==> config.mk <==
export PLATFORM = sky130hd
export DESIGN_NAME = trigger_test_sequencer
export DESIGN_NICKNAME = d
export VERILOG_FILES = /design/src/hw/trig_seq_pkg.sv /design/src/hw/trigger_test_sequencer.sv
export VERILOG_INCLUDE_DIRS = /design/src /design/src/hw
export SDC_FILE = /design/constraint.sdc
export NUM_CORES = 1
export LEC_CHECK = 0
export BUFFER_PORTS_ARGS = -buffer_cell sky130_fd_sc_hd__buf_2
export CORE_AREA = 2 2 146 148
export CTS_CLUSTER_SIZE = 16
export DETAILED_ROUTE_END_ITERATION = 7
export DIE_AREA = 0 0 148 150
export HOLD_SLACK_MARGIN = 0.15
export PLACE_DENSITY = 0.61
export SLEW_MARGIN = 20
export SYNTH_ARGS = -nofsm -noshare
export SYNTH_HDL_FRONTEND = slang
export SYNTH_SLANG_ARGS = --single-unit
==> constraint.sdc <==
create_clock -name core_clk -period 5.3 [get_ports core_clk]
set_input_delay 0.795 -clock core_clk [delete_from_list [all_inputs] [get_ports core_clk]]
set_output_delay 0.795 -clock core_clk [all_outputs]
set_load 0.01 [all_outputs]
==> src/hw/trig_seq_defines.svh <==
`ifndef TRIG_SEQ_DEFINES_SVH
`define TRIG_SEQ_DEFINES_SVH
`define TS_MAX_TESTS 4
`define TS_EVENTS 4
`define TS_WORDS 4
`define TS_CHECKS 4
`define TS_SLOT_W 2
`define TS_FIRST_SLOT 2'h0
`define TS_CNT_W 16
`define TS_CHECK_CYCLES 8'h10
`define TS_CHECK_CNT_W 8
`endif

==> src/hw/trig_seq_pkg.sv <==
`include "trig_seq_defines.svh"
package trig_seq_pkg;
  // Action taken when an event or the fallback fires.
  typedef struct packed {
    logic do_goto;
    logic [`TS_SLOT_W-1:0] goto_slot;
    logic do_trigger;
    logic do_count;
    logic do_reset_count;
    logic do_store;
  } action_t;

  // One event: word and counter term masks with negations.
  typedef struct packed {
    logic enable;
    logic [`TS_WORDS-1:0] word_use;
    logic [`TS_WORDS-1:0] word_neg;
    logic cnt_use;
    logic cnt_neg;
    action_t act;
  } event_t;

  typedef struct packed {
    logic present;
    logic else_en;
    action_t else_act;
  } test_hdr_t;

  // Block qualification clause.
  typedef struct packed {
    logic enable;
    logic [`TS_WORDS-1:0] word_use;
  } qual_t;

  typedef enum logic [2:0] {
    ST_SELFCHECK = 3'h0,
    ST_REPORT = 3'h1,
    ST_IDLE = 3'h2,
    ST_RUN = 3'h3,
    ST_DIAG = 3'h4
  } seq_state_t;
endpackage

==> src/hw/trigger_test_sequencer.sv <==
`timescale 1ns/1ps
`default_nettype none
`include "trig_seq_defines.svh"
// Function
// Program holds one to four test slots with events, actions, optional fallback.
// One optional block qualification clause gates which samples are evaluated.
// Only the active slot is evaluated; other slots are ignored.
// Start makes slot one active, same as a jump to it.
// Other slots become active only by slot jump or immediate jump command.
// All events of the active slot are evaluated in parallel.
// Each event combines word matches, counter reach and negations.
// A true event performs its associated action; with several true, the code performs only the lowest-numbered one's.
// Fallback action fires when no event of the slot is true.
// Self-checks run automatically after every power-up reset.
// Failed checks are reported; wait for acknowledge before diagnostics.
// Option checks run and report only when option hardware is present.
// A jump takes effect from the next qualified sample.
module trigger_test_sequencer #(
  parameter int NUM_TESTS = `TS_MAX_TESTS
) (
  input wire logic core_clk,
  input wire logic reset,
  input wire logic sample_valid,
  input wire logic [`TS_WORDS-1:0] word_match,
  input wire trig_seq_pkg::test_hdr_t [`TS_MAX_TESTS-1:0] test_cfg,
  input wire trig_seq_pkg::event_t [`TS_MAX_TESTS*`TS_EVENTS-1:0] event_cfg,
  input wire trig_seq_pkg::qual_t qual_cfg,
  input wire logic [`TS_CNT_W-1:0] cnt_preset,
  input wire logic start,
  input wire logic imm_goto,
  input wire logic [`TS_SLOT_W-1:0] imm_slot,
  input wire logic [`TS_CHECKS-1:0] check_pass,
  input wire logic expansion_present_pin,
  input wire logic timing_present_pin,
  input wire logic ack_key,
  output logic [`TS_SLOT_W-1:0] active_slot,
  output logic running,
  output logic trigger,
  output logic store,
  output logic [`TS_CHECKS+1:0] check_fail,
  output logic [1:0] option_reported,
  output logic diag_mode,
  output logic ready
);
  import trig_seq_pkg::*;

  // Width of an index into the flat event table, slot-major.
  localparam int IDX_W = $clog2(`TS_MAX_TESTS * `TS_EVENTS);

  // The slot field is only wide enough for the documented maximum, so a
  // larger program could never be addressed; an empty one could never run.
  if (NUM_TESTS < 1 || NUM_TESTS > `TS_MAX_TESTS) begin : g_bad_num_tests
    $error("NUM_TESTS must be between 1 and 4");
  end

  seq_state_t state_reg;
  logic [`TS_CHECK_CNT_W-1:0] chk_cnt_reg;
  logic [`TS_CNT_W-1:0] count_reg;
  logic exp_s1_reg, exp_s2_reg, tim_s1_reg, tim_s2_reg;
  logic ack_s1_reg, ack_s2_reg;
  logic qualified;
  logic cnt_hit;
  logic [`TS_EVENTS-1:0] ev_true;
  logic any_true;
  action_t act_sel;
  logic act_fire;
  logic check_done;
  logic any_fail;
  logic imm_ok;
  logic goto_ok;

  // Evaluate one event: every used term is ANDed; a disabled event is false.
  function automatic logic eval_event(input event_t ev, input logic [`TS_WORDS-1:0] wm,
                                      input logic hit);
    logic r;
    r = ev.enable;
    for (int i = 0; i < `TS_WORDS; i++) begin
      if (ev.word_use[i] && (wm[i] == ev.word_neg[i])) begin
        r = 1'b0;
      end
    end
    if (ev.cnt_use && (hit == ev.cnt_neg)) begin
      r = 1'b0;
    end
    return r;
  endfunction

  // Position of one event of one slot in the flat event table.
  // Kept in one place so the evaluation and the action pick can never
  // disagree about which entry belongs to the active slot.
  function automatic logic [IDX_W-1:0] ev_index(input logic [`TS_SLOT_W-1:0] s,
                                               input int e);
    return IDX_W'(int'(s) * `TS_EVENTS + e);
  endfunction

  // A slot may be entered by a jump only if it lies inside the program and is present.
  // Both the immediate jump and an event jump go through this test, so a
  // program shorter than four slots cannot be left through either path.
  function automatic logic slot_ok(input logic [`TS_SLOT_W-1:0] s,
                                   input test_hdr_t [`TS_MAX_TESTS-1:0] cfg);
    return (int'(s) < NUM_TESTS) && cfg[s].present;
  endfunction

  // Option straps and the key come from outside, so two stages first.
  always_ff @(posedge core_clk) begin
    exp_s1_reg <= expansion_present_pin;
    exp_s2_reg <= exp_s1_reg;
    tim_s1_reg <= timing_present_pin;
    tim_s2_reg <= tim_s1_reg;
    ack_s1_reg <= ack_key;
    ack_s2_reg <= ack_s1_reg;
  end

  // Block qualification drops samples where no selected word matches.
  always_comb begin
    qualified = sample_valid;
    if (qual_cfg.enable && ((word_match & qual_cfg.word_use) == {`TS_WORDS{1'b0}})) begin
      qualified = 1'b0;
    end
  end

  assign cnt_hit = (count_reg >= cnt_preset);

  // Only the active slot's events are examined, all at once.
  always_comb begin
    ev_true = '0;
    any_true = 1'b0;
    act_sel = '0;
    act_fire = 1'b0;
    for (int e = 0; e < `TS_EVENTS; e++) begin
      ev_true[e] = eval_event(event_cfg[ev_index(active_slot, e)], word_match,
                              cnt_hit);
    end
    // Lowest-numbered true event wins when several fire together.
    for (int e = `TS_EVENTS-1; e >= 0; e--) begin
      if (ev_true[e]) begin
        any_true = 1'b1;
        act_sel = event_cfg[ev_index(active_slot, e)].act;
      end
    end
    if (!any_true && test_cfg[active_slot].else_en) begin
      act_sel = test_cfg[active_slot].else_act;
    end
    act_fire = running && qualified && (any_true || test_cfg[active_slot].else_en);
  end

  // The self-check window closes when its counter reaches the check length.
  // The results are latched in that same cycle, and the report state then
  // decides between operation and diagnostics from the latched copy.
  assign check_done = (state_reg == ST_SELFCHECK) && (chk_cnt_reg == `TS_CHECK_CYCLES);
  assign any_fail = (check_fail != '0);

  // Self-check length counter; it stops once the window has closed.
  // It only runs in the self-check state, so a later reset restarts it.
  always_ff @(posedge core_clk) begin
    if (reset) begin
      chk_cnt_reg <= '0;
    end else if ((state_reg == ST_SELFCHECK) && !check_done) begin
      chk_cnt_reg <= chk_cnt_reg + 1'b1;
    end
  end

  // Failure flags are latched once at the end of the self-check window.
  // The two option flags stay clear: their checks have no failure source
  // of their own in this block, only the presence report below.
  always_ff @(posedge core_clk) begin
    if (reset) begin
      check_fail <= '0;
    end else if (check_done) begin
      check_fail <= {2'h0, ~check_pass};
    end
  end

  // Option hardware is reported only when its strap says it is fitted.
  // The straps pass the two-stage synchroniser, so a strap that settles
  // late after power-up is still seen before the window closes.
  always_ff @(posedge core_clk) begin
    if (reset) begin
      option_reported <= 2'h0;
    end else if (check_done) begin
      option_reported <= {tim_s2_reg, exp_s2_reg};
    end
  end

  // Ready rises only after a clean report and stays until the next reset.
  always_ff @(posedge core_clk) begin
    if (reset) begin
      ready <= 1'b0;
    end else if ((state_reg == ST_REPORT) && !any_fail) begin
      ready <= 1'b1;
    end
  end

  // Diagnostics start only after the operator acknowledges a failure.
  // Without the key the report simply holds, so the failed checks stay
  // visible for as long as the operator needs to note them.
  always_ff @(posedge core_clk) begin
    if (reset) begin
      diag_mode <= 1'b0;
    end else if ((state_reg == ST_REPORT) && any_fail && ack_s2_reg) begin
      diag_mode <= 1'b1;
    end
  end

  // Power-up sequencing: checks, report, then operation, or on a failure acknowledge, then diagnostics.
  // Codes five to seven cannot be reached; the default returns them to
  // the self-check so an upset state never skips the checks.
  always_ff @(posedge core_clk) begin
    if (reset) begin
      state_reg <= ST_SELFCHECK;
    end else begin
      unique case (state_reg)
        ST_SELFCHECK: begin
          if (check_done) begin
            state_reg <= ST_REPORT;
          end
        end
        ST_REPORT: begin
          if (!any_fail) begin
            state_reg <= ST_IDLE;
          end else if (ack_s2_reg) begin
            state_reg <= ST_DIAG;
          end
        end
        ST_IDLE: begin
          if (start) begin
            state_reg <= ST_RUN;
          end
        end
        ST_RUN: begin
          state_reg <= ST_RUN;
        end
        ST_DIAG: begin
          state_reg <= ST_DIAG;
        end
        default: begin
          state_reg <= ST_SELFCHECK;
        end
      endcase
    end
  end

  // Jump requests are screened against the program before they are taken.
  // An immediate jump outranks an event jump raised in the same cycle.
  assign imm_ok = running && imm_goto && slot_ok(imm_slot, test_cfg);
  assign goto_ok = act_fire && act_sel.do_goto && slot_ok(act_sel.goto_slot, test_cfg);

  // Active slot: start selects slot one, jumps move at the sample edge.
  // The new slot is registered, so its events are first evaluated on the
  // following qualified sample and never on the one that caused the jump.
  always_ff @(posedge core_clk) begin
    if (reset) begin
      active_slot <= `TS_FIRST_SLOT;
      running <= 1'b0;
    end else if (ready && start) begin
      active_slot <= `TS_FIRST_SLOT;
      running <= 1'b1;
    end else if (imm_ok) begin
      active_slot <= imm_slot;
    end else if (goto_ok) begin
      active_slot <= act_sel.goto_slot;
    end
  end

  // Occurrence counter shared by the slots; reset wins over count.
  // It saturates rather than wraps, so a long run cannot make a reached
  // preset look unreached again.
  always_ff @(posedge core_clk) begin
    if (reset || (ready && start)) begin
      count_reg <= '0;
    end else if (act_fire && act_sel.do_reset_count) begin
      count_reg <= '0;
    end else if (act_fire && act_sel.do_count && count_reg != {`TS_CNT_W{1'b1}}) begin
      count_reg <= count_reg + 1'b1;
    end
  end

  // Action outputs are one-cycle pulses per qualified sample.
  // They are registered so downstream capture sees clean edges; the cost
  // is one cycle of latency after the sample that fired them.
  always_ff @(posedge core_clk) begin
    if (reset) begin
      trigger <= 1'b0;
      store <= 1'b0;
    end else begin
      trigger <= act_fire && act_sel.do_trigger;
      store <= act_fire && act_sel.do_store;
    end
  end
endmodule
`default_nettype wire

# Word-level counts from Yosys, hierarchy flattened
# Index checks and enable logic that the tools add are counted.
# totals
register_bits	46
in_bits	363
output_inout_bits	15
wordCells	163
# op_classes
addsub	5
magnitude_cmp	8
n_eq_ne	29
mux	51
bitwise	2
reduce_logical	51
# ops
op	count
$bmux W18 S4	3
$mux W18	4
$bmux W9 S2	3
$logic_and A1 B1 Y1	39
$bmux W18 S2	1
$mux W7	5
$mux W1	25
$eq A1 B1 Y1	20
$lt A4 B5 Y1 const B	4
$mux W9	2
$add A16 B1 Y16 const B	1
$ge A16 B16 Y1	1
$ne A16 B16 Y1 const B	1
$pmux W3 S5	1
$mux W3	4
$lt A2 B3 Y1 const B	3
$add A4 B2 Y4 const B	2
$add A8 B1 Y8 const B	1
$eq A8 B5 Y1 const B	1
$mux W8	1
$eq A3 B2 Y1 const B	2
$reduce_bool A6 Y1	1
$add A4 B1 Y4 const B	1
$and A4 B4 Y4	1
other kinds (13)	19

# Logic depth before layout (Yosys ltp)
# Gate-level depths: netlist of run 1.
# logic_depth
ltp_word	22
ltp_mapped	16
depth_no_buf	13

# Worst setup path before layout of run 1
# Ideal clock, no wire load.
# synth_path
kind	input-to-reg
from	in cnt_preset[13]
to	reg active_slot[0]
setup_time_ns	0.072
arrival_time_ns	4.189
t_required_ns	5.228
setup_slack_ns	1.040
cell_stages	15
path_buffers	2
cell_sequence	inv_1 -> ha_1 -> nand4_2 -> or4_1 -> o32a_2 -> and2_4 -> buf_6 -> o211a_1 -> buf_6 -> nor4_4 -> nand3_1 -> nand2_1 -> mux2_1 -> o31ai_1 -> mux2i_1
# synth_between
elab_chain_cells	15
elab_cells_between_ends	33
cone_classes	order compare: 1; eq/ne: 4; mux: 17; reduce/logical: 11
# synth_lines
element	line_no	source
start: declaration	trigger_test_sequencer.sv:28	input wire logic [`TS_CNT_W-1:0] cnt_preset,
$ge A16 B16 Y1 *	trigger_test_sequencer.sv:122	assign cnt_hit = (count_reg >= cnt_preset);
$eq A1 B1 Y1	trigger_test_sequencer.sv:82	if (ev.cnt_use && (hit == ev.cnt_neg)) begin
$logic_and A1 B1 Y1	trigger_test_sequencer.sv:82	
$mux W1	trigger_test_sequencer.sv:82	
$mux W1 (4 in series)	trigger_test_sequencer.sv:136	if (ev_true[e]) begin
$logic_not A1 Y1	trigger_test_sequencer.sv:141	if (!any_true && test_cfg[active_slot].else_en) begin
$logic_and A1 B1 Y1	trigger_test_sequencer.sv:141	
$mux W7	trigger_test_sequencer.sv:141	
$bmux W9 S2	trigger_test_sequencer.sv:101	return (int'(s) < NUM_TESTS) && cfg[s].present;
$mux W9 (implied by the code)	trigger_test_sequencer.sv:101	
$logic_and A1 B1 Y1	trigger_test_sequencer.sv:246	assign goto_ok = act_fire && act_sel.do_goto && slot_ok(act_sel.goto_slot, test_cfg);
$reduce_bool A2 Y1 (no source line)	-	
end signal: assignment	trigger_test_sequencer.sv:253	active_slot <= `TS_FIRST_SLOT;
end signal: assignment	trigger_test_sequencer.sv:256	active_slot <= `TS_FIRST_SLOT;
end signal: assignment	trigger_test_sequencer.sv:259	active_slot <= imm_slot;
end: declaration	trigger_test_sequencer.sv:36	output logic [`TS_SLOT_W-1:0] active_slot,
# Every way passes the cells marked *; elsewhere a longest branch is shown, timed or not. The select of a mux whose other input is x is not followed.
# A chain may end at the register's enable or synchronous reset.

# Worst setup path after layout of run 1
# layout_path
from	in cnt_preset[13]
to	reg count_reg[7]
# layout_between
elab_chain_cells	13
elab_cells_between_ends	30
cone_classes	order compare: 1; eq/ne: 4; mux: 13; reduce/logical: 12
# layout_lines
element	line_no	source
$ge A16 B16 Y1 *	trigger_test_sequencer.sv:122	
$eq A1 B1 Y1	trigger_test_sequencer.sv:82	
$logic_and A1 B1 Y1	trigger_test_sequencer.sv:82	
$mux W1	trigger_test_sequencer.sv:82	
$mux W1 (4 in series)	trigger_test_sequencer.sv:136	
$logic_not A1 Y1	trigger_test_sequencer.sv:141	
$logic_and A1 B1 Y1	trigger_test_sequencer.sv:141	
$mux W7	trigger_test_sequencer.sv:141	
$logic_and A1 B1 Y1 (on tied branches)	trigger_test_sequencer.sv:271, trigger_test_sequencer.sv:273	
$reduce_or A2 Y1 (no source line) or $logic_and A1 B1 Y1 (tied branches)	-	
end signal: assignment	trigger_test_sequencer.sv:274	count_reg <= count_reg + 1'b1;
end: declaration	trigger_test_sequencer.sv:58	logic [`TS_CNT_W-1:0] count_reg;
# Every way passes the cells marked *; elsewhere a longest branch is shown, timed or not.

==> results of run 1 <==
==> through the flow <==
stage               instances  hold slack (ns)  util (%)  instance area (um^2)  setup slack (ns)
floorplan                 543            0.310         -                  5000              1.04
global placement         1171            0.313      34.4                  7120             0.542
detailed placement       1171            0.313      34.4                  7120             0.477
CTS                      1179            0.328      35.2                  7290             0.797
global route             1179            0.334      35.2                  7290             0.546
finish                   1179            0.327      35.2                  7290             0.804
==> area by class of cell <==
class,count,area [um^2],area share [%]
Clock buffer,5,125,1.72
Clock inverter,3,43.8,0.601
Inverter,22,82.6,1.13
Multi-Input combinational cell,443,3810,52.3
Sequential cell,46,926,12.7
Tap cell,275,344,4.72
Timing Repair Buffer,385,1950,26.8
==> final timing paths <==
path / startpoint / to / slack [ns] / cells after the start
setup / recovery: cnt_preset[13] / count_reg[7] / 0.80 / 15
hold / removal: exp_s1_reg / exp_s2_reg / 0.33 / 0
setup reg to reg: count_reg[13] / count_reg[7] / 1.02 / 13
hold reg to reg: exp_s1_reg / exp_s2_reg / 0.33 / 0
==> worst register-to-register path, delay by kind of cell, from the launching register on <==
kind / cells / cell delay, ns
compound gates: 4 / 1.86
xor+xnor: 1 / 0.12
fa+ha+maj: 1 / 0.33
buf+inv: 1 / 0.23
flops: 1 / 0.37
simple gates: 6 / 1.27
==> power breakdown <==
| group | leakage (nW) | internal, mW | total, mW | switching (mW) |
|---|---|---|---|---|
| Clock | 0.0842 | 0.223 | 0.363 | 0.139 |
| Combinational | 2.83 | 0.196 | 0.346 | 0.150 |
| Sequential | 0.375 | 0.350 | 0.352 | 0.00273 |
| Total | 3.29 | 0.769 | 1.06 | 0.293 |
==> layer usage <==
metal	global-route usage (%)	vias up	routed length, um
met2	32.2	214	10700
met4	2.90	0	175
li1	-	2765	-
met5	0	-	0
met3	2.04	11	1190
met1	24.7	2589	9060
==> cell usage after synthesis (all sizes together), types with 8 or more instances <==
master and n:
a221oi 9, nor3 8, a21oi 30, mux2i 10, buf 22, nand4 12, clkbuf 10, inv 22
nand2 42, a22oi 11, nand3b 8, xnor2 66, nand3 16, nor2 54, ha 19, and3 8
a222oi 8, mux4 44, o21ai 10, dfxtp 46, xor2 19
==> kinds of logic after synthesis <==
family | after synthesis
mux | 57
flops | 46
compound gates | 110
buf+inv | 54
fa+ha+maj | 19
other cells | 1
xor+xnor | 85
simple gates | 170
==> metrics, run 1 <==
most frequent cells in the layout=buf_2, xnor2_1, nor2_1; largest net degree at the start of global routing=37; initial antenna violation count=0; synthesized-area fraction occupied by xor and xnor cells=14.9%; Post-Syn Area=5000 um^2; Hold Buf Count CTS=0; final hold vios=0; Synth Area in Simple Gates=17.5%; Die Width=148 um; n_diodes=0; power density over the cells=146 nW/um^2; clk_lat worst skew=0.29 ns; H-tree depth=2; CTS root buf=clkbuf_16; mux cell area share after synthesis=22.6%; Final Max Tran Viols=0; largest area contributor in the netlist=mux4_2; Slowest cell on crit path=o221ai_1; IO buf count=375; most used cell, CP=nor2_1; number of post-CTS setup repair buffers=0; crit path DAT=4.68 ns; routed len/inst=17.9 um; Worst EP required=5.48 ns; hpwl dp=18.5 mm; asr flop ratio synth=0%; Clock Path Buffers=2; clock transition at the registers of the reported paths=0.06 ns; CTS tree=yes; largest cells by area after synthesis=mux4_2, dfxtp_1, xnor2_1; CP top delay family=compound AO/OA/AOI/OAI gates; Yosys reg bits=46; Initial Util=24.2%; worst-path cell chain=buf_2 -> inv_1 -> ha_1 -> nand4_2 -> or4_1 -> o32a_2 -> and2_4 -> o221ai_1 -> nor2_1 -> a31o_2 -> a311oi_4 -> buf_4 -> and4_1 -> xnor2_1 -> nor2_1; CTS Buf Count=5; Netlist cell types=74; largest family of logic cells by synthesized area=multiplexers; status=completed; First DRT Iteration DRCs=268; CTS sink cnt=46; Resize count post-CTS=0; total wire length=21.1 mm; post-synthesis compound-gate area fraction=16.3%; total gr overflow=0; Layout area overhead=45.7%; TNS Setup=0 ns; Max FO, Critical Path=9; mean post-synth cell area=9.23 um^2; Worst VDD drop=0.147 mV; Boundary Pins=378; EDFF count, synth=0; Final Skew=0.00514 ns; Yosys warnings=0; Period minus WS final=4.50 ns; Fill cells=2207; row count=53; 1st-pass router iterations=5; first-pass GRT wire length=31.2 mm; Worst-Margin Slew=0.750 ns; Startpoint Class=input pin; All-Layer GR Usage=18.3%; die height=150 um; slew margin rel.=50.0%; Via density=4.73; via count=5579; DRC=0; sequential-to-total area share from yosys stat=18.4%; FMAX=0.222 GHz; core area=20700 um^2; Mapped Cells=542; vias in the first global route=5359; total power=1.06 mW; Worst setup EP type=flop; period utilisation layout=84.8%; Final Net Count=1285; worst min path class=reg -> reg; RSZ-0062 raised after global routing=no; share of layout cells above drive strength 1=50.8%; flip-flop count of the largest register after layout=16; area share of the largest cell type after synthesis=18.9%; max-cap violation count=0; CP peak stage delay=0.60 ns; commonest non-fill, non-tap cell in the layout=buf_2; Final Setup Violations=0; die footprint=22200 um^2; Post-synth top flop=dfxtp_1; Leakage=3.29 nW; Final ANT Viol Nets=0; GPL Wtd Cong=0.881; CP Buf/Inv Count=3; post-synthesis adder-cell area fraction=4.75%; Setup Crit Path Kind=in -> reg
Note: power is estimated with default switching activity, not from simulation.
==> run 2: changes to the inputs <==
- clock period: 5.3 -> 4.5 ns (I/O delays scaled with it)
==> run 2 against run 1 <==
  * Sequential share of layout area is 0.054 points lower
  * Clock power down 1%
  * Final area up 0.43%
  * Clock skew barely moved
  * Total power rose by 12%
==> metrics, run 2 (synthesis results as in run 1) <==
final hold vios=0 (unchanged); Leakage=3.30 nW (was 3.29 nW); Max FO, Critical Path=7 (was 9); R2R depth=12 (was 13); met3 Use GR=2.50% (was 2.04%); crit path from=cnt_preset[14] (was cnt_preset[13]); row count=53 (unchanged); HP Start=exp_s1_reg (unchanged); Final Net Count=1290 (was 1285); first-pass GRT wire length=31.7 mm (was 31.2 mm); vias in the first global route=5456 (was 5359); DRC=0 (unchanged); crit path DAT=4.29 ns (was 4.68 ns); CTS root buf=clkbuf_16 (unchanged); Flop pwr share=34.8% (was 33.2%); GR Util met2=31.5% (was 32.2%); 1st-pass router iterations=5 (unchanged); Setup Crit Path Kind=in -> reg (unchanged); Hold Buf Count CTS=0 (unchanged); Final Setup Violations=0 (unchanged); Boundary Pins=378 (unchanged); Worst EP required=4.71 ns (was 5.48 ns); Resize count post-CTS=0 (unchanged); Cell Int Power=856 uW (was 769 uW); power density over the cells=163 nW/um^2 (was 146 nW/um^2); First DRT Iteration DRCs=298 (was 268); Die Width=148 um (unchanged); total wire length=21.7 mm (was 21.1 mm); number of post-CTS setup repair buffers=0 (unchanged); CP peak stage delay=0.54 ns (was 0.60 ns); clk_lat worst skew=0.28 ns (was 0.29 ns); most frequent cells in the layout=buf_2, xnor2_1, nor2_1 (unchanged); die height=150 um (unchanged); Worst setup EP type=flop (unchanged); period utilisation layout=90.6%; slew margin rel.=56.2% (was 50.0%); Clock Power Share=30.1% (was 34.2%); Slowest cell on crit path=or4_1 (was o221ai_1); GPL Wtd Cong=0.885 (was 0.881); Startpoint Class=input pin (unchanged); largest net degree at the start of global routing=37 (unchanged); Worst VDD drop=0.104 mV (was 0.147 mV); IO buf count=375 (unchanged); WHS Endpoint=exp_s2_reg (unchanged); Net Sw Frac=28.2% (was 27.6%); max-cap violation count=0 (unchanged); CTS tree=yes (unchanged); routed len/inst=18.3 um (was 17.9 um); Area after DPL=7170 um^2 (was 7120 um^2); via count=5708 (was 5579); All-Layer GR Usage=18.6% (was 18.3%); RSZ-0062 raised after global routing=no (unchanged); FF-to-FF Start=count_reg[12] (was count_reg[13]); status=completed (unchanged); Initial Util=24.2% (unchanged); grt met1 use=25.2% (was 24.7%); initial antenna violation count=4 (was 0); hold depth=0 (unchanged); TNS Setup=0 ns (unchanged); Final Max Tran Viols=0 (unchanged); grt peak-use layer=met2 (unchanged); CTS sink cnt=46 (unchanged); design area=7320 um^2 (was 7290 um^2); Worst-Margin Slew=0.657 ns (was 0.750 ns); Layout area overhead=46.4% (was 45.7%); total gr overflow=0 (unchanged); CTS Buf Count=5 (unchanged); combinational share of power=35.0% (was 32.6%); flip-flop count of the largest register after layout=16 (unchanged); Clock Path Buffers=2 (unchanged); worst min path class=reg -> reg (unchanged); die footprint=22200 um^2 (unchanged); clock transition at the registers of the reported paths=0.06 ns (about the same); worst-path cell chain=buf_2 -> inv_1 -> ha_1 -> nand4_2 -> or4_1 -> o32a_2 -> and2_4 -> o221a_2 -> nor4_4 -> nand3_1 -> nand2_1 -> mux2_1 -> o31ai_1 -> mux2i_1 (was buf_2 -> inv_1 -> ha_1 -> nand4_2 -> or4_1 -> o32a_2 -> and2_4 -> o221ai_1 -> nor2_1 -> a31o_2 -> a311oi_4 -> buf_4 -> and4_1 -> xnor2_1 -> nor2_1); Via density=4.81 (was 4.73); FF-to-FF setup slack=0.54 ns (was 1.02 ns); share of layout cells above drive strength 1=50.9% (was 50.8%); Period minus WS final=4.08 ns; Final Skew=0.00499 ns (was 0.00514 ns); Non-Filler Instances=1187 (was 1179); hpwl dp=19.0 mm (was 18.5 mm); FMAX=0.245 GHz; H-tree depth=2 (unchanged); Crit Reg-Reg Endpoint=active_slot[0] (was count_reg[7]); dpl cells=1176 (was 1171); commonest non-fill, non-tap cell in the layout=buf_2 (unchanged); Final ANT Viol Nets=0 (unchanged); Sw Pwr=336 uW (was 293 uW); core area=20700 um^2 (unchanged)
run 2: changes by cell type in the layout (fill, tap and decap cells not counted):
cell,previous run,this run
buf_12,0,1
bufinv_16,1,0
diode_2,0,3
buf_4,10,14
clkinv_4,0,1
clkbuf_1,0,1
inv_6,1,0
run 2: metrics by stage:
stage / setup slack, ns / power (mW) / hold WS (ns) / util [%]
after floorplan: 0.360 / 0.624 / 0.310 / -
after global placement: 0.162 / 0.836 / 0.311 / 34.7
after detailed placement: 0.0859 / 0.841 / 0.312 / 34.7
after CTS: 0.393 / 1.20 / 0.327 / 35.3
after global routing: 0.141 / 1.26 / 0.330 / 35.4
final: 0.422 / 1.19 / 0.327 / 35.4
run 2: worst max-delay path by stage:
| stage | to | slack, ns | cells after the start |
|---|---|---|---|
| finish | active_slot[0] | 0.42 | 14 |
| floorplan | active_slot[0] | 0.36 | 15 |
| global route | active_slot[0] | 0.14 | 14 |
| global placement | active_slot[0] | 0.16 | 14 |
| CTS | active_slot[0] | 0.39 | 14 |
| detailed placement | active_slot[0] | 0.09 | 14 |
run 2: layout make-up:
class / count / area (um^2)
fillers: 2191 / 13400
multi-input cells: 443 / 3810
diodes: 3 / 7.51
inverters: 22 / 82.6
well taps: 275 / 344
repair buffers: 390 / 2000
flip-flops and latches: 46 / 926
clock buffers: 6 / 129
clock inverters: 2 / 13.8
run 2: power by group through the flow:
| stage | clock network, mW | registers (mW) | logic, mW |
|---|---|---|---|
| after floorplan | 0 | 0.424 | 0.200 |
| after global placement | 0 | 0.424 | 0.412 |
| after detailed placement | 0 | 0.424 | 0.417 |
| after CTS | 0.371 | 0.415 | 0.419 |
| after global routing | 0.383 | 0.416 | 0.457 |
| final | 0.359 | 0.415 | 0.417 |
run 2: critical path: cells and delay by family:
| kind | cells | cell delay [ns] |
|---|---|---|
| AOI/OAI and AO/OA | 3 | 1.12 |
| adders and majority gates | 1 | 0.32 |
| buffers and inverters | 2 | 0.12 |
| muxes | 2 | 0.55 |
| and+or+nand+nor | 6 | 1.50 |
run 2: layer usage:
| metal | routed length, um | up-vias |
|---|---|---|
| li1 | - | 2784 |
| met1 | 9310 | 2692 |
| met2 | 10900 | 210 |
| met3 | 1170 | 20 |
| met4 | 282 | 2 |
| met5 | 7 | - |
==> run 3: changes to the inputs <==
- CTS_CLUSTER_DIAMETER: not set -> 50
- PLACE_DENSITY: 0.61 -> 0.63
==> run 3 against run 2 <==
  * Register-to-register slack got worse by 0.05 ns
  * Sequential power about the same
  * Global-route usage decreased by 0.87 points
  * Via count decreased by 0.39%
  * Sequential share of layout area about the same
  * Clock power decreased by 1%
  * Non-clock buffer count unchanged
  * Final area decreased by 0.10%
  * Core utilization about the same
  * Worst hold slack about the same
  * Clock skew decreased by 0.0019 ns
  * First-iteration DRC count decreased by 7.0%
  * Critical path type unchanged
  * Largest power group unchanged
==> metrics, run 3 (synthesis results as in run 1) <==
share of layout cells above drive strength 1=50.9% (unchanged); first-pass GRT wire length=30.7 mm (was 31.7 mm); number of post-CTS setup repair buffers=0 (unchanged); Worst VDD drop=0.114 mV (was 0.104 mV); die footprint=22200 um^2 (unchanged); Slowest cell on crit path=or4_1 (unchanged); worst min path class=reg -> reg (unchanged); Hold Buf Count CTS=0 (unchanged); CTS root buf=clkbuf_16 (unchanged); H-tree depth=2 (unchanged); First DRT Iteration DRCs=277 (was 298); clock transition at the registers of the reported paths=0.06 ns (about the same); slew margin rel.=52.4% (was 56.2%); Period minus WS final=4.14 ns (was 4.08 ns); core area=20700 um^2 (unchanged); vias in the first global route=5511 (was 5456); max-cap violation count=0 (unchanged); GPL Wtd Cong=0.855 (was 0.885); Final Max Tran Viols=0 (unchanged); Die Width=148 um (unchanged); routed len/inst=17.7 um (was 18.3 um); Initial Util=24.2% (unchanged); Setup Crit Path Kind=in -> reg (unchanged); Leakage=3.31 nW (was 3.30 nW); Via density=4.80 (was 4.81); Area after DPL=7170 um^2 (unchanged); Final Net Count=1290 (unchanged); design area=7310 um^2 (was 7320 um^2); commonest non-fill, non-tap cell in the layout=buf_2 (unchanged); Clock Path Buffers=2 (unchanged); All-Layer GR Usage=17.7% (was 18.6%); CP Buf/Inv Count=2 (unchanged); hpwl dp=18.4 mm (was 19.0 mm); CTS tree=yes (unchanged); Max FO, Critical Path=7 (unchanged); CTS Buf Count=5 (unchanged); crit path DAT=4.34 ns (was 4.29 ns); DRC=0 (unchanged); CTS sink cnt=46 (unchanged); 1st-pass router iterations=6 (was 5); TNS Setup=0 ns (unchanged); IO buf count=375 (unchanged); Final ANT Viol Nets=0 (unchanged); die height=150 um (unchanged); Fill cells=2197 (was 2191); Final Skew=0.00309 ns (was 0.00499 ns); FMAX=0.242 GHz (was 0.245 GHz); RSZ-0062 raised after global routing=no (unchanged); n_diodes=0 (was 3); Layout area overhead=46.2% (was 46.4%); Startpoint Class=input pin (unchanged); total wire length=21.0 mm (was 21.7 mm); total gr overflow=0 (unchanged); CP peak stage delay=0.54 ns (about the same); largest net degree at the start of global routing=35 (was 37); power density over the cells=162 nW/um^2 (was 163 nW/um^2); via count=5686 (was 5708); Worst setup EP type=flop (unchanged); worst-path cell chain=buf_2 -> inv_1 -> ha_1 -> nand4_2 -> or4_1 -> o32a_2 -> and2_4 -> o221a_2 -> nor4_4 -> nand3_1 -> nand2_1 -> mux2_1 -> o31ai_1 -> mux2i_1 (unchanged); Boundary Pins=378 (unchanged); Resize count post-CTS=0 (unchanged); initial antenna violation count=1 (was 4); flip-flop count of the largest register after layout=16 (unchanged); Worst-Margin Slew=0.707 ns (was 0.657 ns); CP top delay family=simple AND/OR/NAND/NOR gates (unchanged); row count=53 (unchanged); most frequent cells in the layout=buf_2, xnor2_1, nor2_1 (unchanged); clk_lat worst skew=0.28 ns (about the same); period utilisation layout=91.9% (was 90.6%); final hold vios=0 (unchanged); status=completed (unchanged); Worst EP required=4.71 ns (about the same); Final Setup Violations=0 (unchanged)
-- run 3: final timing paths --
kind | start | endpoint | slack (ns) | depth (start not counted)
worst min register to register | tim_s1_reg | tim_s2_reg | 0.33 | 0
worst max register to register | count_reg[12] | active_slot[0] | 0.49 | 12
worst max-delay path | cnt_preset[14] | active_slot[0] | 0.36 | 14
worst min-delay path | tim_s1_reg | tim_s2_reg | 0.33 | 0
-- run 3: per-layer routing --
metal | routed length (um) | track usage (%) | part of all wire [%] | vias to the layer above
met3 | 1220 | 2.26 | 5.8 | 18
met1 | 9120 | 24.0 | 44 | 2667
met5 | 0 | 0 | 0 | -
met4 | 145 | 2.29 | 0.69 | 0
met2 | 10500 | 31.0 | 50 | 223
li1 | - | - | - | 2778
-- run 3: power breakdown --
| group | internal [mW] | switching, mW |
|---|---|---|
| Sequential | 0.412 | 0.00324 |
| Clock | 0.206 | 0.149 |
| Combinational | 0.237 | 0.178 |
-- run 3: final cells by class --
| class | instances | area [um^2] | share of cell area (%) |
|---|---|---|---|
| Sequential cell | 46 | 926 | 12.7 |
| Multi-Input combinational cell | 443 | 3810 | 52.2 |
| Clock inverter | 2 | 13.8 | 0.188 |
| Tap cell | 275 | 344 | 4.71 |
| Timing Repair Buffer | 390 | 2000 | 27.4 |
| Inverter | 22 | 82.6 | 1.13 |
| Clock buffer | 6 | 129 | 1.76 |
-- run 3: worst reg2reg max path: stages (launching register included) --
cell and delay [ns]:
dfxtp_1 0.39, ha_1 0.32, nand4_2 0.15, or4_1 0.54
o32a_2 0.42, and2_4 0.21, o221a_2 0.32, nor4_4 0.41
nand3_1 0.14, nand2_1 0.10, mux2_1 0.32, o31ai_1 0.39
mux2i_1 0.23
-- run 3: metrics by stage --
step / cells / hold slack, ns / setup slack (ns) / utilization, % / total power [mW]
floorplan: 543 / 0.310 / 0.360 / - / 0.624
global placement: 1176 / 0.313 / 0.156 / 34.7 / 0.833
detailed placement: 1176 / 0.312 / 0.0510 / 34.7 / 0.839
CTS: 1184 / 0.328 / 0.353 / 35.3 / 1.20
global route: 1184 / 0.331 / 0.0692 / 35.3 / 1.26
finish: 1184 / 0.327 / 0.363 / 35.3 / 1.19
